**src/rtl/lookup_defines.svh**
```systemverilog
// Offsets, field positions, reset values and codes of the address generator
`ifndef LOOKUP_DEFINES_SVH
`define LOOKUP_DEFINES_SVH
// ==========================================================================
// Register byte offsets
`define OFS_QUEUE_BASE   8'h00
`define OFS_DESC_BASE    8'h04
`define OFS_CIRC_BASE    8'h08
`define OFS_PATH_BASE    8'h0C
`define OFS_PATH_FILTER  8'h10
`define OFS_REASM_BASE   8'h14
`define OFS_STATUS       8'h18
// ==========================================================================
// Register indices and reset values
`define IDX_QUEUE_BASE   3'h0
`define IDX_DESC_BASE    3'h1
`define IDX_CIRC_BASE    3'h2
`define IDX_PATH_BASE    3'h3
`define IDX_PATH_FILTER  3'h4
`define IDX_REASM_BASE   3'h5
`define IDX_STATUS       3'h6
`define IDX_NONE         3'h7
`define RST_QUEUE_BASE   16'h0000
`define RST_DESC_BASE    16'h0000
`define RST_CIRC_BASE    16'h0000
`define RST_PATH_BASE    16'h0000
`define RST_PATH_FILTER  16'h0000
`define RST_REASM_BASE   16'h0000
// ==========================================================================
// Field positions and codes
`define FILT_MASK_LSB    8
`define FILT_CMP_LSB     0
`define PTR_DIRECT_BIT   0
`define PTR_SPLIT_LSB    1
`define SPLIT_INVALID    3'h7
`define CIRC_NARROW      3'h7
`define AXI_OKAY         2'h0
`define AXI_SLVERR       2'h2
`endif

```
**src/rtl/lookup_pkg.sv**
```systemverilog
// Types shared by the control-memory address generator
`default_nettype none
package lookup_pkg;
  typedef enum logic [1:0] {
    KIND_QUEUE,
    KIND_DESC,
    KIND_CELL,
    KIND_REASM
  } kind_type;

  typedef struct packed {
    kind_type    kind;
    logic [7:0]  vpi;
    logic [15:0] vci;
    logic [9:0]  mid;
    logic [15:0] rptr;
    logic        use_vc;
    logic [7:0]  qptr;
    logic [11:0] desc_num;
    logic [3:0]  word_off;
  } req_type;

  typedef struct packed {
    logic [23:0] addr;
    logic        vc_mode;
    logic        invalid;
  } resp_type;
endpackage
`default_nettype wire

```
**src/rtl/vc_addr_calc.sv**
```systemverilog
// Circuit table address from the base register and the received VCI
`timescale 1ns/1ns
`default_nettype none
`include "lookup_defines.svh"
module vc_addr_calc (
  input  wire logic [15:0] base,
  input  wire logic [15:0] vci,
  output logic      [23:0] addr
);
  // ========================================================================
  // Split selection
  wire logic [2:0]  code = base[2:0];
  wire logic [4:0]  nb;
  wire logic [4:0]  nv;
  wire logic [23:0] base_part;
  wire logic [23:0] vci_part;
  // Narrow code keeps 13 base bits but drops one VCI bit
  assign nb = (code == `CIRC_NARROW) ? 5'd13 : 5'd7 + {2'b00, code};
  assign nv = (code == `CIRC_NARROW) ? 5'd9 : 5'd16 - {2'b00, code};
  assign base_part = ({8'h00, base} >> (5'd16 - nb)) << nv;
  assign vci_part  = {8'h00, vci} & ~(24'hFFFFFF << nv);
  assign addr      = base_part | vci_part;
endmodule // vc_addr_calc
`default_nettype wire

```
**src/rtl/reasm_ptr_calc.sv**
```systemverilog
// Reassembly table pointer from table pointer, base and MID or VCI
`timescale 1ns/1ns
`default_nettype none
`include "lookup_defines.svh"
module reasm_ptr_calc (
  input  wire logic [15:0] rbase,
  input  wire logic [15:0] ptr,
  input  wire logic [15:0] field,
  output logic      [23:0] addr,
  output logic             invalid
);
  // ========================================================================
  // Direct and split forms
  wire logic [2:0]  code = ptr[`PTR_SPLIT_LSB +: 3];
  wire logic        split = ptr[`PTR_DIRECT_BIT];
  wire logic [4:0]  nf;
  wire logic [15:0] fmask;
  wire logic [15:0] mixed;
  // Pointer MSBs plus field LSBs always total 16 bits
  assign nf    = 5'd10 - {2'b00, code};
  assign fmask = ~(16'hFFFF << nf);
  assign mixed = (ptr & ~fmask) | (field & fmask);
  assign addr  = split ? {1'b0, rbase[15:9], mixed}
                       : {rbase[15:8], ptr};
  assign invalid = split && (code == `SPLIT_INVALID);
endmodule // reasm_ptr_calc
`default_nettype wire

```
**src/rtl/reassembly_lookup_addr_gen.sv**
```systemverilog
// Control-memory address generator with its AXI4-Lite register slave
//
// How it works
// - Queue entry address is queue base above the queue pointer.
// - Descriptor address joins base, descriptor number and word offset.
// - Circuit table address joins upper base bits with low VCI bits.
// - Base low code 0..6 selects 7..13 base and 16..10 VCI bits.
// - Base low code 7 uses 13 base and 9 VCI bits.
// - Path table address joins path base with the 8-bit VPI.
// - Filter upper byte is mask, lower byte is compare.
// - XNOR compare with VPI, OR mask; all ones picks circuit table.
// - Pointer bit 0 clear: reassembly base byte joined with pointer.
// - Pointer bit 0 set: 7 base bits, pointer MSBs, field LSBs.
// - Pointer bits 3..1 pick 6..12 pointer bits; code 7 invalid.
// - Field bits come from MID on circuit path, else VCI.
// - Direct form reaches 256 path and 65536 circuit entries.
//
// The implementer's own choices: the register offsets and the AXI4-Lite interface to the registers.
`timescale 1ns/1ns
`default_nettype none
`include "lookup_defines.svh"
module reassembly_lookup_addr_gen (
  input  wire logic                 aclk,
  input  wire logic                 aresetn,
  input  wire logic                 ce,
  input  wire logic                 awvalid,
  output logic                      awready,
  input  wire logic [7:0]           awaddr,
  input  wire logic                 wvalid,
  output logic                      wready,
  input  wire logic [31:0]          wdata,
  input  wire logic [3:0]           wstrb,
  output logic                      bvalid,
  input  wire logic                 bready,
  output logic [1:0]                bresp,
  input  wire logic                 arvalid,
  output logic                      arready,
  input  wire logic [7:0]           araddr,
  output logic                      rvalid,
  input  wire logic                 rready,
  output logic [31:0]               rdata,
  output logic [1:0]                rresp,
  input  wire logic                 req_valid,
  output logic                      req_ready,
  input  wire lookup_pkg::req_type  req,
  output logic                      resp_valid,
  output lookup_pkg::resp_type      resp,
  output logic                      mem_valid
);
  // ========================================================================
  // Helpers
  function automatic logic [2:0] reg_index(input logic [7:0] a);
    logic [2:0] r;
    r = `IDX_NONE;
    unique case (a)
      `OFS_QUEUE_BASE:  r = `IDX_QUEUE_BASE;
      `OFS_DESC_BASE:   r = `IDX_DESC_BASE;
      `OFS_CIRC_BASE:   r = `IDX_CIRC_BASE;
      `OFS_PATH_BASE:   r = `IDX_PATH_BASE;
      `OFS_PATH_FILTER: r = `IDX_PATH_FILTER;
      `OFS_REASM_BASE:  r = `IDX_REASM_BASE;
      `OFS_STATUS:      r = `IDX_STATUS;
      default:          r = `IDX_NONE;
    endcase
    return r;
  endfunction

  // All ones after XNOR-then-OR means the cell goes the circuit way
  function automatic logic filter_hit(input logic [15:0] f,
                                      input logic [7:0]  vpi);
    logic [7:0] m;
    logic [7:0] c;
    m = f[`FILT_MASK_LSB +: 8];
    c = f[`FILT_CMP_LSB +: 8];
    return &(~(c ^ vpi) | m);
  endfunction

  function automatic logic [15:0] merge(input logic [15:0] old,
                                        input logic [31:0] d,
                                        input logic [3:0]  s);
    logic [15:0] r;
    r = old;
    if (s[0]) begin
      r[7:0] = d[7:0];
    end
    if (s[1]) begin
      r[15:8] = d[15:8];
    end
    return r;
  endfunction

  // ========================================================================
  // Register file
  logic [15:0] cfg_q [0:5];
  logic        aw_have_q;
  logic [7:0]  aw_addr_q;
  logic        w_have_q;
  logic [31:0] w_data_q;
  logic [3:0]  w_strb_q;
  logic        bvalid_q;
  logic [1:0]  bresp_q;
  logic        rvalid_q;
  logic [31:0] rdata_q;
  logic [1:0]  rresp_q;
  logic [7:0]  inval_cnt_q;
  logic        last_vc_q;
  logic        last_inval_q;

  wire logic [15:0] queue_base_address    = cfg_q[`IDX_QUEUE_BASE];
  wire logic [15:0] descriptor_table_base = cfg_q[`IDX_DESC_BASE];
  wire logic [15:0] circuit_table_base    = cfg_q[`IDX_CIRC_BASE];
  wire logic [15:0] path_table_base       = cfg_q[`IDX_PATH_BASE];
  wire logic [15:0] path_filter           = cfg_q[`IDX_PATH_FILTER];
  wire logic [15:0] reassembly_table_base = cfg_q[`IDX_REASM_BASE];
  wire logic [15:0] status_word = {inval_cnt_q, 6'h00,
                                   last_inval_q, last_vc_q};

  wire logic        do_wr  = aw_have_q && w_have_q && !bvalid_q;
  wire logic [2:0]  wr_idx = reg_index(aw_addr_q);
  wire logic [2:0]  rd_idx = reg_index(araddr);
  wire logic        ar_hs  = arvalid && arready;
  wire logic [15:0] rd_word;

  // Readies drop with ce so no handshake is taken while frozen
  assign awready = ce && !aw_have_q && !bvalid_q;
  assign wready  = ce && !w_have_q && !bvalid_q;
  assign arready = ce && !rvalid_q;
  assign bvalid  = bvalid_q;
  assign bresp   = bresp_q;
  assign rvalid  = rvalid_q;
  assign rdata   = rdata_q;
  assign rresp   = rresp_q;
  assign rd_word = (rd_idx < `IDX_STATUS) ? cfg_q[rd_idx]
                 : (rd_idx == `IDX_STATUS) ? status_word : 16'h0000;

  always_ff @(posedge aclk) begin
    if (!aresetn) begin
      aw_have_q <= 1'b0;
      aw_addr_q <= 8'h00;
      w_have_q  <= 1'b0;
      w_data_q  <= 32'h00000000;
      w_strb_q  <= 4'h0;
    end else if (ce) begin
      if (awvalid && awready) begin
        aw_have_q <= 1'b1;
        aw_addr_q <= awaddr;
      end else if (do_wr) begin
        aw_have_q <= 1'b0;
      end
      if (wvalid && wready) begin
        w_have_q <= 1'b1;
        w_data_q <= wdata;
        w_strb_q <= wstrb;
      end else if (do_wr) begin
        w_have_q <= 1'b0;
      end
    end
  end

  always_ff @(posedge aclk) begin
    if (!aresetn) begin
      bvalid_q <= 1'b0;
      bresp_q  <= `AXI_OKAY;
    end else if (ce) begin
      if (do_wr) begin
        bvalid_q <= 1'b1;
        bresp_q  <= (wr_idx == `IDX_NONE) ? `AXI_SLVERR : `AXI_OKAY;
      end else if (bready) begin
        bvalid_q <= 1'b0;
      end
    end
  end

  always_ff @(posedge aclk) begin
    if (!aresetn) begin
      cfg_q[`IDX_QUEUE_BASE]  <= `RST_QUEUE_BASE;
      cfg_q[`IDX_DESC_BASE]   <= `RST_DESC_BASE;
      cfg_q[`IDX_CIRC_BASE]   <= `RST_CIRC_BASE;
      cfg_q[`IDX_PATH_BASE]   <= `RST_PATH_BASE;
      cfg_q[`IDX_PATH_FILTER] <= `RST_PATH_FILTER;
      cfg_q[`IDX_REASM_BASE]  <= `RST_REASM_BASE;
    end else if (ce && do_wr && wr_idx < `IDX_STATUS) begin
      cfg_q[wr_idx] <= merge(cfg_q[wr_idx], w_data_q, w_strb_q);
    end
  end

  always_ff @(posedge aclk) begin
    if (!aresetn) begin
      rvalid_q <= 1'b0;
      rdata_q  <= 32'h00000000;
      rresp_q  <= `AXI_OKAY;
    end else if (ce) begin
      if (ar_hs) begin
        rvalid_q <= 1'b1;
        rdata_q  <= {16'h0000, rd_word};
        rresp_q  <= (rd_idx == `IDX_NONE) ? `AXI_SLVERR : `AXI_OKAY;
      end else if (rready) begin
        rvalid_q <= 1'b0;
      end
    end
  end

  // ========================================================================
  // Address generation
  lookup_pkg::resp_type resp_d;
  lookup_pkg::resp_type resp_q;
  logic                 resp_valid_q;
  wire logic [23:0] circ_addr;
  wire logic [23:0] reasm_addr;
  wire logic        reasm_bad;
  wire logic        acc    = req_valid && ce;
  wire logic        vc_hit = filter_hit(path_filter, req.vpi);
  wire logic [15:0] field  = req.use_vc ? {6'h00, req.mid} : req.vci;

  vc_addr_calc u_circ (
    .base (circuit_table_base),
    .vci  (req.vci),
    .addr (circ_addr)
  );

  reasm_ptr_calc u_reasm (
    .rbase   (reassembly_table_base),
    .ptr     (req.rptr),
    .field   (field),
    .addr    (reasm_addr),
    .invalid (reasm_bad)
  );

  assign req_ready = ce;

  always_comb begin
    resp_d = '0;
    unique case (req.kind)
      lookup_pkg::KIND_QUEUE: begin
        resp_d.addr = {queue_base_address, req.qptr};
      end
      lookup_pkg::KIND_DESC: begin
        resp_d.addr = {descriptor_table_base[15:8], req.desc_num,
                       req.word_off};
      end
      lookup_pkg::KIND_CELL: begin
        resp_d.vc_mode = vc_hit;
        resp_d.addr = vc_hit ? circ_addr
                             : {path_table_base, req.vpi};
      end
      lookup_pkg::KIND_REASM: begin
        resp_d.invalid = reasm_bad;
        resp_d.addr = reasm_bad ? 24'h000000 : reasm_addr;
      end
    endcase
  end

  always_ff @(posedge aclk) begin
    if (!aresetn) begin
      resp_valid_q <= 1'b0;
      resp_q       <= '0;
    end else if (ce) begin
      resp_valid_q <= req_valid;
      if (req_valid) begin
        resp_q <= resp_d;
      end
    end
  end

  // Status keeps the last decision and a saturating count of bad splits
  always_ff @(posedge aclk) begin
    if (!aresetn) begin
      inval_cnt_q  <= 8'h00;
      last_vc_q    <= 1'b0;
      last_inval_q <= 1'b0;
    end else if (acc) begin
      if (req.kind == lookup_pkg::KIND_CELL) begin
        last_vc_q <= vc_hit;
      end
      if (req.kind == lookup_pkg::KIND_REASM) begin
        last_inval_q <= reasm_bad;
        if (reasm_bad && inval_cnt_q != 8'hFF) begin
          inval_cnt_q <= inval_cnt_q + 8'h01;
        end
      end
    end
  end

  assign resp_valid = resp_valid_q;
  assign resp       = resp_q;
  assign mem_valid  = resp_valid_q && !resp_q.invalid;

  // ========================================================================
  // Checks
  wire logic [1:0]  k_kind = req.kind;
  wire logic [7:0]  k_qptr = req.qptr;
  wire logic [11:0] k_desc = req.desc_num;
  wire logic [3:0]  k_off  = req.word_off;
  wire logic [7:0]  k_vpi  = req.vpi;
  wire logic [15:0] k_vci  = req.vci;
  wire logic [9:0]  k_mid  = req.mid;
  wire logic [15:0] k_rptr = req.rptr;
  wire logic        k_usev = req.use_vc;
endmodule // reassembly_lookup_addr_gen
`default_nettype wire

```
**config.mk**
```make
export PLATFORM = sky130hd
export DESIGN_NAME = reassembly_lookup_addr_gen
export DESIGN_NICKNAME = d
export VERILOG_FILES = /design/src/rtl/lookup_pkg.sv /design/src/rtl/vc_addr_calc.sv /design/src/rtl/reasm_ptr_calc.sv /design/src/rtl/reassembly_lookup_addr_gen.sv
export VERILOG_INCLUDE_DIRS = /design/src /design/src/rtl
export SDC_FILE = /design/constraint.sdc
export NUM_CORES = 1
export LEC_CHECK = 0
export BUFFER_PORTS_ARGS = -buffer_cell sky130_fd_sc_hd__buf_2
export CORE_MARGIN = 2
export CORE_UTILIZATION = 45
export CTS_CLUSTER_DIAMETER = 200
export CTS_CLUSTER_SIZE = 14
export DETAILED_ROUTE_END_ITERATION = 8
export PLACE_DENSITY = 0.79
export SLEW_MARGIN = 20
export SYNTH_ARGS = -nofsm -noshare
export SYNTH_HDL_FRONTEND = slang
export SYNTH_SLANG_ARGS = --single-unit
```
**constraint.sdc**
```tcl
create_clock -name aclk -period 3.3 [get_ports aclk]
set_input_delay 0.33 -clock aclk [delete_from_list [all_inputs] [get_ports aclk]]
set_output_delay 0.33 -clock aclk [all_outputs]
set_load 0.005 [all_outputs]
```
== Word-level counts from Yosys, hierarchy flattened ==
Memory sizes are Yosys's and may differ from the RTL's.
Index checks and enable logic that the tools add are counted.
Word-level totals
  output and inout bits: 70
  memories: 1
  word-level logic and storage cells: 142
  bits in writable memories: 96
  input port bits: 138
  bits in registers: 87
Memories
  cfg_q: depth 6, bits a word 16, rd ports 7, clocked after Yosys merged registers in 0, wr ports 6, RTL line reassembly_lookup_addr_gen.sv:94  | logic [15:0] cfg_q [0:5];
Cells by class
  $add $sub $neg: 5
  order comparisons: 2
  eq/ne operators: 23
  multiplexer cells: 35
  bitwise gates (word level): 11
  reductions and logical operators: 44
  shift operators: 4
Operators with widths (count)
  24-bit case mux with 4 select lines: 1
  24-bit 2-to-1 mux: 3
  16-bit 2-to-1 mux: 4
  8-bit by 5-bit equality test with 1-bit output, second input constant: 6
  8-bit 2-to-1 mux: 6
  3-bit case mux with 7 select lines: 2
  16-bit bitwise AND: 2
  8-bit by 4-bit equality test with 1-bit output, second input constant: 4
  16-bit NOT: 2
  2-bit AND reduction: 13
  16-bit by 24-bit bitwise AND with 24-bit output: 1
  24-bit NOT: 1
  24-bit bitwise OR: 1
  24-bit by 5-bit left shift with 24-bit output: 1
  24-bit by 5-bit left shift with 24-bit output, first input constant: 1
  16-bit by 5-bit right shift with 24-bit output: 1
  8-bit by 3-bit equality test with 1-bit output, second input constant: 2
  1-bit logical AND: 16
  8-bit logical NOT: 2
  16-bit bitwise OR: 1
  16-bit OR reduction: 1
  16-bit by 5-bit left shift with 16-bit output, first input constant: 1
  3-bit equality test, second input constant: 5
  1-bit 2-to-1 mux: 13
  other kinds (21): 34

== Longest topological paths before layout ==
Gate-level depths: netlist (run 1).
  depth after elaboration: 10
  gate-level depth with buffers: 16
  gate-level depth less buffers: 11

== Modules after synthesis ==
Synthesis (run 1) repeated with hierarchy kept, for this count alone.
Second synthesis, totals
  cells, all modules: 1283
  area, all modules: 11787.6 sq um
Modules (own cells, without submodules)
  reassembly_lookup_addr_gen: sequential area each 4584.4 sq um, times used 1, cells an instance 899, area an instance 9081.2 sq um
  vc_addr_calc: sequential area each 0.0 sq um, times used 1, cells an instance 332, area an instance 2244.7 sq um
  reasm_ptr_calc: sequential area each 0.0 sq um, times used 1, cells an instance 52, area an instance 461.7 sq um

== Least setup slack after synthesis (run 1) ==
OpenSTA, ideal clock, no wires.
  path type: reg2reg
  start point: memory cfg_q[2][0]
  end point: register resp_q (netlist bit resp[7])
  required time: 3.174 ns
  setup time: 0.126 ns
  data arrival time: 3.462 ns
  setup slack: -0.288 ns
  buffers on the path: 4
  clock period less this slack: 3.588 ns
  stages on the path, launching flop included: 16
  cell sequence: edfxtp_1 buf_2 buf_4 buf_6 inv_1 ha_1 ha_1 a21bo_1 buf_6 xnor2_2 nor2_1 a22o_1 o31ai_2 a21oi_1 o41ai_1 a21oi_1
RTL lines
  from (decl): RTL line reassembly_lookup_addr_gen.sv:94
  to (signal assigned): RTL line reassembly_lookup_addr_gen.sv:260  | resp_q <= resp_d;
  to (decl): RTL line reassembly_lookup_addr_gen.sv:206  | lookup_pkg::resp_type resp_q;

==> results of run 1 <==
-- final timing paths --
path                from            to  slack, ns  depth (start not counted)
max reg2reg  cfg_q[2][1]       resp[7]       0.08                         12
max          cfg_q[2][1]       resp[7]       0.08                         12
min reg2reg      resp[2]       resp[2]       0.45                          2
min            awaddr[7]  aw_addr_q[7]       0.12                          3
-- cell usage in the layout (no fill, tap or decap), types with 16 or more instances in the layout --
master,n
and2_1,24
edfxtp_1,96
clkbuf_16,18
a21oi_1,82
nand3_1,23
o21ai_0,73
a211oi_1,26
mux2i_1,66
mux4_2,17
inv_1,30
a22oi_1,19
buf_4,126
dfxtp_1,85
o211ai_1,16
nand2_1,183
conb_1,18
buf_2,171
nor3_1,16
nor2_1,163
-- layout make-up --
cell class | instances | area, um^2 | area share (%)
antenna | 1 | 2.50 | 0.0178
clock buffer | 18 | 450 | 3.21
clock inverter | 14 | 164 | 1.17
inverter | 34 | 128 | 0.909
multi-input combinational | 1001 | 6400 | 45.6
sequential | 181 | 4580 | 32.7
tap | 330 | 413 | 2.94
timing repair buffer | 302 | 1890 | 13.5
-- routing by layer --
metal,vias to the layer above,global-route usage (%)
met2,750,51.5
li1,5229,-
met1,5342,40.2
met5,-,0
met4,2,15.9
met3,131,7.90
-- power breakdown --
| group | internal (W) | total [W] | switching [W] |
|---|---|---|---|
| Sequential | 0.00245 | 0.00254 | 0.0000850 |
| Clock | 0.00106 | 0.00208 | 0.00102 |
| Combinational | 0.000468 | 0.00113 | 0.000660 |
| Total | 0.00399 | 0.00575 | 0.00177 |
-- critical path: stages, from the launching register on --
cell,delay [ns]
edfxtp_1,0.48
inv_2,0.12
ha_4,0.15
buf_4,0.14
mux2_2,0.34
a221o_1,0.34
a211oi_1,0.39
a211o_1,0.21
and3_4,0.20
nor3_2,0.06
o41ai_1,0.38
buf_4,0.20
a21oi_1,0.08
-- repair_timing --
| item | CTS | global route |
|---|---|---|
| setup buffers | 0 | 5 |
| setup endpoints to repair | 0 | 20 |
| resized for setup | 0 | 21 |
-- registers in the layout, summed over array words and instances (netlist names) --
| signal | flops |
|---|---|
| aw_addr_q | 8 |
| aw_have_q | 1 |
| bresp | 1 |
| bvalid | 1 |
| cfg_q | 96 |
| inval_cnt_q | 8 |
| last_inval_q | 1 |
| last_vc_q | 1 |
| rdata | 16 |
| resp | 26 |
| resp_valid | 1 |
| rresp | 1 |
| rvalid | 1 |
| w_data_q | 16 |
| w_have_q | 1 |
| w_strb_q | 2 |
-- metrics by stage --
| step | hold WS, ns | TNS [ns] | worst slack (ns) |
|---|---|---|---|
| floorplan | 0.431 | 0 | 0.00586 |
| global placement | 0.430 | 0 | 0.121 |
| detailed placement | 0.439 | 0 | 0.0760 |
| CTS | 0.106 | 0 | 0.0567 |
| global route | 0.110 | -0.0385 | -0.0185 |
| finish | 0.117 | 0 | 0.0768 |
-- cells in the mapped netlist, drive strengths merged (8+ instances only) --
master / instances / share of area [%]
ha: 10 / 1.1
nand2b: 16 / 0.89
inv: 33 / 1.1
nand2: 183 / 6.0
o31ai: 12 / 0.83
edfxtp: 96 / 25
o22ai: 13 / 0.71
or3: 10 / 0.55
a2bb2oi: 9 / 0.69
a22oi: 19 / 1.2
and2: 25 / 1.4
a211oi: 28 / 1.9
xnor2: 11 / 0.91
o211ai: 16 / 1.0
a21oi: 85 / 3.7
a21boi: 8 / 0.72
mux2: 11 / 1.1
nand3: 23 / 1.0
mux4: 17 / 3.3
nor2: 168 / 5.5
mux2i: 68 / 5.9
nor2b: 15 / 0.82
and3: 9 / 0.55
dfxtp: 85 / 15
a31oi: 15 / 0.82
nand4: 13 / 0.71
clkbuf: 44 / 1.6
nor3: 19 / 0.93
buf: 54 / 3.3
o21ai: 81 / 3.6
-- logic make-up after synthesis --
| family | after synthesis | share of synthesized area [%] |
|---|---|---|
| other | 1 | 0.0327 |
| buffers and inverters | 132 | 6.09 |
| adders and majority gates | 10 | 1.09 |
| xor gates and xnor gates | 16 | 1.29 |
| and+or+nand+nor | 504 | 20.1 |
| AOI/OAI and AO/OA | 357 | 21.0 |
| muxes | 96 | 10.4 |
| DFF | 181 | 40.0 |
==> metrics.yaml, run 1 <==
status:
  status: "finished clean"
finish:
  final_util_pct: 55.9
  num-fill-cells: 2260
  design_area_um2: 14000
  final_nets: 1685
  stdcell_count: 1881
  syn_to_final_growth_pct: 22.4
  drive_above_1_share_pct: 26.8
detailed_routing:
  ant_nets: 0
  drt-vias-per-instance: 6.09
  maxUsedRoutingLayer: "met5"
  num_vias: 11500
  wl_um: 43600
  drcViolationCount: 0
  routedWlPerCell_um: 23.2
  wl_met3_um: 4960
  dr.pass1.iters: 6
  dr_wl_met2_um: 19800
  drtIter0Drc: 1375
  wl_met1_um: 16700
clock_network:
  cts_sinks: 181
  cts_buffers: 17
  cts_tree: "built"
  clk_latency_ns: 0.45
  path_clk_slew_ns: 0.08
  ctsHoldBuffers: 0
  h-tree-depth: 4
  cts-root-buf: "clkbuf_16"
  clock_path_buffers: 2
placement:
  dpl_cell_area_um2: 13300
  hpwl_um: 33700
  port_buffers: 171
  placedCellCount: 1843
  place_congestion: 1.00
floorplan:
  initial_core_util_pct: 45.7
  num_rows: 58
  die_h_um: 164
  io_pins: 208
  die_x_um: 164
  core_um2: 25100
  die-area_um2: 26800
logic_synthesis:
  synth_area_um2: 11500
  syn-instance-count: 1297
  ys_ff_latch: 181
  seq_area_frac_synth_pct: 40.0
  synth_edf_count: 96
  yosysWarnings: 0
  yosys_most_used_dff: "edfxtp_1"
  synth.distinct_cells: 103
  ys_async_sr_fraction_pct: 0
  syn_area_per_cell_um2: 8.84
global_route:
  grt_pass1_vias: 10800
  grt_max_degree: 55
  grt_pass1_wl_um: 63700
  grt-ovfl-total: 0
  antenna_found_initial: 3
  grtUsageTotal_pct: 32.0
pwr:
  power_density_nw_per_um2: 410
  ir_drop_mv: 0.286
  total_leakage_power_nw: 5.60
  fin_total_pwr_w: 0.00575
critical_path:
  start_kind: "flop"
  crit_required_ns: 3.63
  crit_path_end_kind: "flop"
  cp_max_fo: 7
  cp.arrival_ns: 3.55
  crit_type: "flop to flop"
sta:
  final-hold-violation-count: 0
  fmax_mhz: 310
  min_period_ns: 3.22
  final_max_slew_viol_count: 0
  fin_crit_sh_pct: 97.7
  clock_skew_ns: 0.0140
  slew_headroom_pct: 31.1
  setup_viol: 0
  tightest_slew_ns: 1.03
run:
  max-cap-violations: 0
min_path:
  hp-class: "input port to flop"
Note: power is estimated with default switching activity, not from simulation.
==> run 2, diff against run 1 <==
--- a/config.mk
+++ b/config.mk
@@ -8,11 +8,11 @@
 export LEC_CHECK = 0
 export BUFFER_PORTS_ARGS = -buffer_cell sky130_fd_sc_hd__buf_2
 export CORE_MARGIN = 2
-export CORE_UTILIZATION = 45
+export CORE_UTILIZATION = 27
 export CTS_CLUSTER_DIAMETER = 200
 export CTS_CLUSTER_SIZE = 14
 export DETAILED_ROUTE_END_ITERATION = 8
-export PLACE_DENSITY = 0.79
+export PLACE_DENSITY = 0.55
 export SLEW_MARGIN = 20
 export SYNTH_ARGS = -nofsm -noshare
 export SYNTH_HDL_FRONTEND = slang
==> constraint.sdc (replaced) <==
create_clock -name aclk -period 3 [get_ports aclk]
set_input_delay 0.3 -clock aclk [delete_from_list [all_inputs] [get_ports aclk]]
set_output_delay 0.3 -clock aclk [all_outputs]
set_load 0.005 [all_outputs]
==> run 2 against run 1 <==
  * The flow now finishes with violations (negative setup slack)
  * Via count rose by 1.1%
  * Largest cell class unchanged
  * Highest routed layer unchanged
  * Sequential power up 10%
  * Register-to-register slack got worse by 0.19 ns
==> metrics.yaml, run 2 (synthesis results as in run 1) <==
critical_path:
  crit_chain: "inv_4, ha_4, ha_4, a21bo_4, xnor2_4, nor2_4, buf_6, a22o_4, buf_6, o31ai_4, buf_4, buf_6, buf_4, nand3_2, a2bb2oi_4, o21ai_1"
  cp_max_fo: 6  # -1
  max_stage_delay_ns: 0.44  # -0.04 ns
  cpMostUsedCell: "buf_6"
  cp.arrival_ns: 3.44  # -0.11 ns
  crit_required_ns: 3.32  # -0.31 ns
  crit_path_end_kind: "flop"
  start_kind: "flop"
  crit_type: "flop to flop"
  cp_slowest_cell: "edfxtp_1"
sta:
  min_period_ns: 3.12  # -0.107 ns
  setup_viol: 13  # +13
  fin_tns_setup_ns: -0.851  # -0.851 ns
  final_max_slew_viol_count: 0  # unchanged
  fin_crit_sh_pct: 104  # +6.2 points
  final-hold-violation-count: 0  # unchanged
  setup_slack_ns: -0.117  # -0.193 ns
  rsz0062_at_grt: "yes"
  tightest_slew_ns: 0.651  # -0.374 ns
  fmax_mhz: 321  # +3.4%
  slew_headroom_pct: 56.1  # +25 points
  clock_skew_ns: 0.0154  # +0.00140 ns
floorplan:
  die_h_um: 210  # +28%
  die_x_um: 210  # +28%
  initial_core_util_pct: 27.3  # -18 points
  num_rows: 75  # +29%
  die-area_um2: 44100  # +65%
  core_um2: 41900  # +67%
  io_pins: 208  # unchanged
pwr:
  seqPwrFrac_pct: 43.0  # -1.1 points
  total_leakage_power_nw: 5.92  # +5.6%
  power.share.switching_pct: 29.7  # -0.98 points
  p_sw_w: 0.00193  # +9.5%
  clockPowerShare_pct: 34.4  # -1.8 points
  fin_total_pwr_w: 0.00651  # +13%
  ir_drop_mv: 0.357  # +25%
  combPwrFrac_pct: 22.5  # +2.9 points
  internal_power_w: 0.00457  # +15%
  power_density_nw_per_um2: 427  # +4.2%
global_route:
  grtUsageTotal_pct: 21.0  # -11 points
  grt_pass1_wl_um: 69600  # +9.3%
  grt_max_degree: 45  # -18%
  antenna_found_initial: 3  # unchanged
  grt_pass1_vias: 11100  # +2.7%
  grt-ovfl-total: 0  # unchanged
clock_network:
  path_clk_slew_ns: 0.07  # about the same
  cts_sinks: 181  # unchanged
  h-tree-depth: 4  # unchanged
  cts_tree: "built"
  cts_buffers: 17  # unchanged
  clk_latency_ns: 0.44  # about the same
  clock_path_buffers: 2  # unchanged
  cts-root-buf: "clkbuf_16"
min_path:
  hp-class: "input port to flop"
run:
  max-cap-violations: 0  # unchanged
finish:
  drive_above_1_share_pct: 32.9  # +6.0 points
  largest_reg_flops: 96  # unchanged
  syn_to_final_growth_pct: 32.9
  final_common_cell: "nand2_1"
  layout_common_cells: "nand2_1 (181), buf_2 (171), nor2_1 (162)"
  top_register: "cfg_q"
  n_antenna_cell: 0  # -1
  final_nets: 1732  # +2.8%
detailed_routing:
  wl_um: 47800  # +9.5%
  num_vias: 11600  # +1.1%
  drtIter0Drc: 1155  # -16%
  drcViolationCount: 0  # unchanged
  dr.pass1.iters: 6  # unchanged
  drt-vias-per-instance: 5.42  # -11%
  routedWlPerCell_um: 22.4  # -3.6%
  ant_nets: 0  # unchanged
status:
  violations: "negative setup slack"
  status: "complete, but fails checks"
placement:
  port_buffers: 171  # unchanged
  hpwl_um: 37900  # +12%
  place_congestion: 0.931  # -7.1%
  dpl_worst_slack_ns: -0.302  # -0.378 ns
## run 2: worst paths after layout
| path | start | end | slack [ns] | depth (start not counted) |
|---|---|---|---|---|
| worst max-delay path | cfg_q[2][0] | resp[10] | -0.12 | 16 |
| worst min-delay path | awaddr[5] | aw_addr_q[5] | 0.09 | 3 |
| worst max register to register | cfg_q[2][0] | resp[10] | -0.12 | 16 |
| worst min register to register | aw_addr_q[5] | aw_addr_q[5] | 0.45 | 2 |
## run 2: metrics by stage
step | utilization [%] | std cells | hold WS (ns) | cell area [um^2]
2_1_floorplan | - | 1314 | 0.431 | 11700
3_3_place_gp | 33.1 | 2085 | 0.436 | 13900
3_5_place_dp | 33.1 | 2085 | 0.445 | 13900
4_1_cts | 35.1 | 2125 | 0.0801 | 14700
5_1_grt | 36.3 | 2136 | 0.0913 | 15200
6_report | 36.3 | 2136 | 0.0932 | 15200
## run 2: final cells by class
class / count / area, um^2
Inverter: 34 / 130
Tap cell: 539 / 674
Multi-Input combinational cell: 1001 / 6970
Fill cell: 4249 / 26700
Timing Repair Buffer: 349 / 2310
Clock inverter: 15 / 150
Clock buffer: 17 / 425
Sequential cell: 181 / 4580
## run 2: power groups by stage
| stage | clock (W) | combinational, W | sequential [W] |
|---|---|---|---|
| finish | 0.00224 | 0.00147 | 0.00280 |
| global route | 0.00237 | 0.00156 | 0.00281 |
| CTS | 0.00228 | 0.00132 | 0.00280 |
| detailed placement | 0 | 0.00126 | 0.00285 |
| global placement | 0 | 0.00125 | 0.00285 |
| floorplan | 0 | 0.000724 | 0.00280 |
## run 2: layer usage
layer,global-route usage (%),vias up,share of wire [%],routed length (um)
met5,0,-,0.057,27
met4,6.85,4,3.2,1520
met3,3.34,95,7.6,3630
met2,33.9,551,46,21900
met1,28.7,5634,43,20700
li1,-,5298,-,-
## run 2: critical path: cells and delay by family, from the launching register on
| kind | cells | cell delay [ns] |
|---|---|---|
| AO/OA/AOI/OAI | 5 | 1.00 |
| flip-flops | 1 | 0.44 |
| AND/OR/NAND/NOR | 2 | 0.16 |
| adder cells (fa/ha/maj) | 2 | 0.44 |
| XOR/XNOR | 1 | 0.28 |
| buffers and inverters | 6 | 0.67 |
## run 2: timing repair
item	in CTS	in global routing
setup endpoints to repair	24	27
endpoints found under the hold margin	0	0
hold buffers	0	0
setup buffers	8	12
pin swaps	7	26
gates resized for setup	38	78
==> run 3, diff against run 2 <==
==> constraint.sdc (replaced) <==
create_clock -name aclk -period 2.9 [get_ports aclk]
set_input_delay 0.29 -clock aclk [delete_from_list [all_inputs] [get_ports aclk]]
set_output_delay 0.29 -clock aclk [all_outputs]
set_load 0.005 [all_outputs]
==> run 3 against run 2 <==
  * The flow still finishes with violations (negative setup slack)
  * Critical path depth down 1
  * Via count is essentially flat
  * Combinational power up 7%
  * Cell count rose by 0.47%
  * Design area grew 1.7%
  * Die area unchanged
  * Sequential cell count is the same
==> metrics.yaml, run 3 (synthesis results as in run 1) <==
status:
  status: "complete, but fails checks"
  violations: "negative setup slack"
floorplan:
  core_um2: 41900  # unchanged
  io_pins: 208  # unchanged
  die_h_um: 210  # unchanged
  die-area_um2: 44100  # unchanged
  num_rows: 75  # unchanged
  die_x_um: 210  # unchanged
  initial_core_util_pct: 27.3  # unchanged
sta:
  slew_headroom_pct: 49.2  # -7.0 points
  rsz0062_at_grt: "yes"
  fin_crit_sh_pct: 110  # +5.7 points
  clock_skew_ns: 0.0121  # -0.00334 ns
  final-hold-violation-count: 0  # unchanged
  min_period_ns: 3.18  # +0.0618 ns
  setup_slack_ns: -0.278  # -0.162 ns
  final_max_slew_viol_count: 0  # unchanged
  setup_viol: 22  # +9
  fmax_mhz: 315  # -1.9%
  tightest_slew_ns: 0.760  # +0.109 ns
detailed_routing:
  wl_um: 48100  # +0.78%
  drcViolationCount: 0  # unchanged
  dr_wl_met2_um: 22000  # +0.52%
  wl_met3_um: 3840  # +5.8%
  maxUsedRoutingLayer: "met5"
  dr.pass1.iters: 5  # -1
  routedWlPerCell_um: 22.4  # +0.31%
  drt-vias-per-instance: 5.40  # -0.46%
  drtIter0Drc: 1084  # -6.1%
  num_vias: 11600  # +0.0086%
  wl_met1_um: 20300  # -1.9%
  ant_nets: 0  # unchanged
clock_network:
  cts_buffers: 17  # unchanged
  h-tree-depth: 4  # unchanged
  cts_sinks: 181  # unchanged
  ctsHoldBuffers: 0  # unchanged
  cts_tree: "built"
  clock_path_buffers: 2  # unchanged
  path_clk_slew_ns: 0.08  # about the same
  cts-root-buf: "clkbuf_16"
  clk_latency_ns: 0.45  # about the same
min_path:
  whs_endpoint: "aw_addr_q[0]"
  min_from: "awaddr[0]"
  min_path_cells: 3  # unchanged
  hp-class: "input port to flop"
global_route:
  grt_max_degree: 52  # +16%
  antenna_found_initial: 2  # -1
  grt-ovfl-total: 0  # unchanged
  grt_pass1_wl_um: 70100  # +0.71%
  grtUsageTotal_pct: 21.3  # +0.25 points
  grt_pass1_vias: 11100  # +0.31%
placement:
  placedCellCount: 2089  # +0.19%
  port_buffers: 171  # unchanged
  hpwl_um: 38400  # +1.1%
  place_congestion: 0.956  # +2.7%
run:
  max-cap-violations: 0  # unchanged
critical_path:
  cp_max_fo: 5  # -1
  r2r-end: "resp[21]"
  start_kind: "flop"
  rr_worst_depth: 15  # -1
  cp.arrival_ns: 3.57  # +0.13 ns
  r2r_start: "cfg_q[2][0]"
  reg2reg_slack_ns: -0.28  # -0.16 ns
  crit_type: "flop to flop"
  crit_required_ns: 3.29  # -0.03 ns
  crit_path_end_kind: "flop"
finish:
  drive_above_1_share_pct: 33.9  # +1.0 points
  final_nets: 1741  # +0.52%
  final_common_cell: "nand2_1"
  stdcell_count: 2146  # +0.47%
  syn_to_final_growth_pct: 35.2
  num-fill-cells: 4266  # +0.40%
  layout_common_cells: "nand2_1 (179), buf_2 (171), buf_4 (158)"
  top_register: "cfg_q"
  largest_reg_flops: 96  # unchanged
  final_util_pct: 37.0  # +0.61 points
pwr:
  ir_drop_mv: 0.315  # -12%
  power_density_nw_per_um2: 450  # +5.4%
  total_leakage_power_nw: 6.03  # +2.0%
run 3: cell types whose count changed in the layout (fill, tap and decap cells not counted), sizes merged:
cell      previous run  this run
diode                0         1
clkinv               5         7
buf                349       358
bufinv               2         3
clkinvlp             4         1
run 3: layout make-up:
class / count / area (um^2) / share of cell area, %
flip-flops and latches: 181 / 4580 / 29.6
repair buffers: 358 / 2430 / 15.7
multi-input cells: 1001 / 7060 / 45.5
diodes: 1 / 2.50 / 0.0161
clock inverters: 15 / 198 / 1.28
clock buffers: 17 / 425 / 2.74
inverters: 34 / 130 / 0.839
well taps: 539 / 674 / 4.35
run 3: critical path: stages (launching register included):
cell,delay (ns)
edfxtp_1,0.47
inv_4,0.10
ha_4,0.15
ha_4,0.21
buf_6,0.12
and4bb_2,0.25
nand2b_4,0.18
buf_4,0.14
a211oi_2,0.30
buf_4,0.19
a211oi_1,0.06
buf_4,0.15
a211o_1,0.25
o311a_1,0.14
a2111o_1,0.32
nand2_1,0.07
run 3: metrics by stage:
step | power [W] | TNS, ns | setup slack (ns) | hold slack, ns | cell area (um^2)
finish | 0.00698 | -2.81 | -0.278 | 0.0785 | 15500
global route | 0.00720 | -5.17 | -0.338 | 0.0700 | 15500
CTS | 0.00688 | -1.67 | -0.168 | 0.0675 | 15200
detailed placement | 0.00426 | -5.54 | -0.473 | 0.441 | 13900
global placement | 0.00425 | -4.40 | -0.407 | 0.439 | 13900
floorplan | 0.00365 | -5.89 | -0.332 | 0.426 | 11700
run 3: how the worst max path moves through the flow:
stage | startpoint | to | slack (ns) | cells past startpoint
floorplan | cfg_q[2][0] | resp[7] | -0.33 | 15
global placement | cfg_q[2][1] | resp[7] | -0.41 | 13
detailed placement | cfg_q[2][1] | resp[7] | -0.47 | 13
CTS | cfg_q[2][0] | resp[21] | -0.17 | 13
global route | cfg_q[2][0] | resp[21] | -0.34 | 15
finish | cfg_q[2][0] | resp[21] | -0.28 | 15
run 3: layer usage:
metal  vias up  track usage, %
met5         -               0
met4         2            8.39
met3       100            4.13
met2       573            34.0
met1      5579            28.3
li1       5329               -
run 3: where the power goes:
part / leakage (nW) / switching, W / internal [W] / total [W]
sequential: 1.68 / 0.000101 / 0.00279 / 0.00289
clock: 0.306 / 0.00113 / 0.00139 / 0.00251
combinational: 4.04 / 0.000876 / 0.000695 / 0.00157
run 3: timing repair:
action | 4_1_cts | 5_1_grt
gates resized for setup | 103 | 48
endpoints found under the setup margin | 24 | 41
hold endpoints to repair | 0 | 0
pin swaps | 26 | 34
buffers inserted | 20 | 9
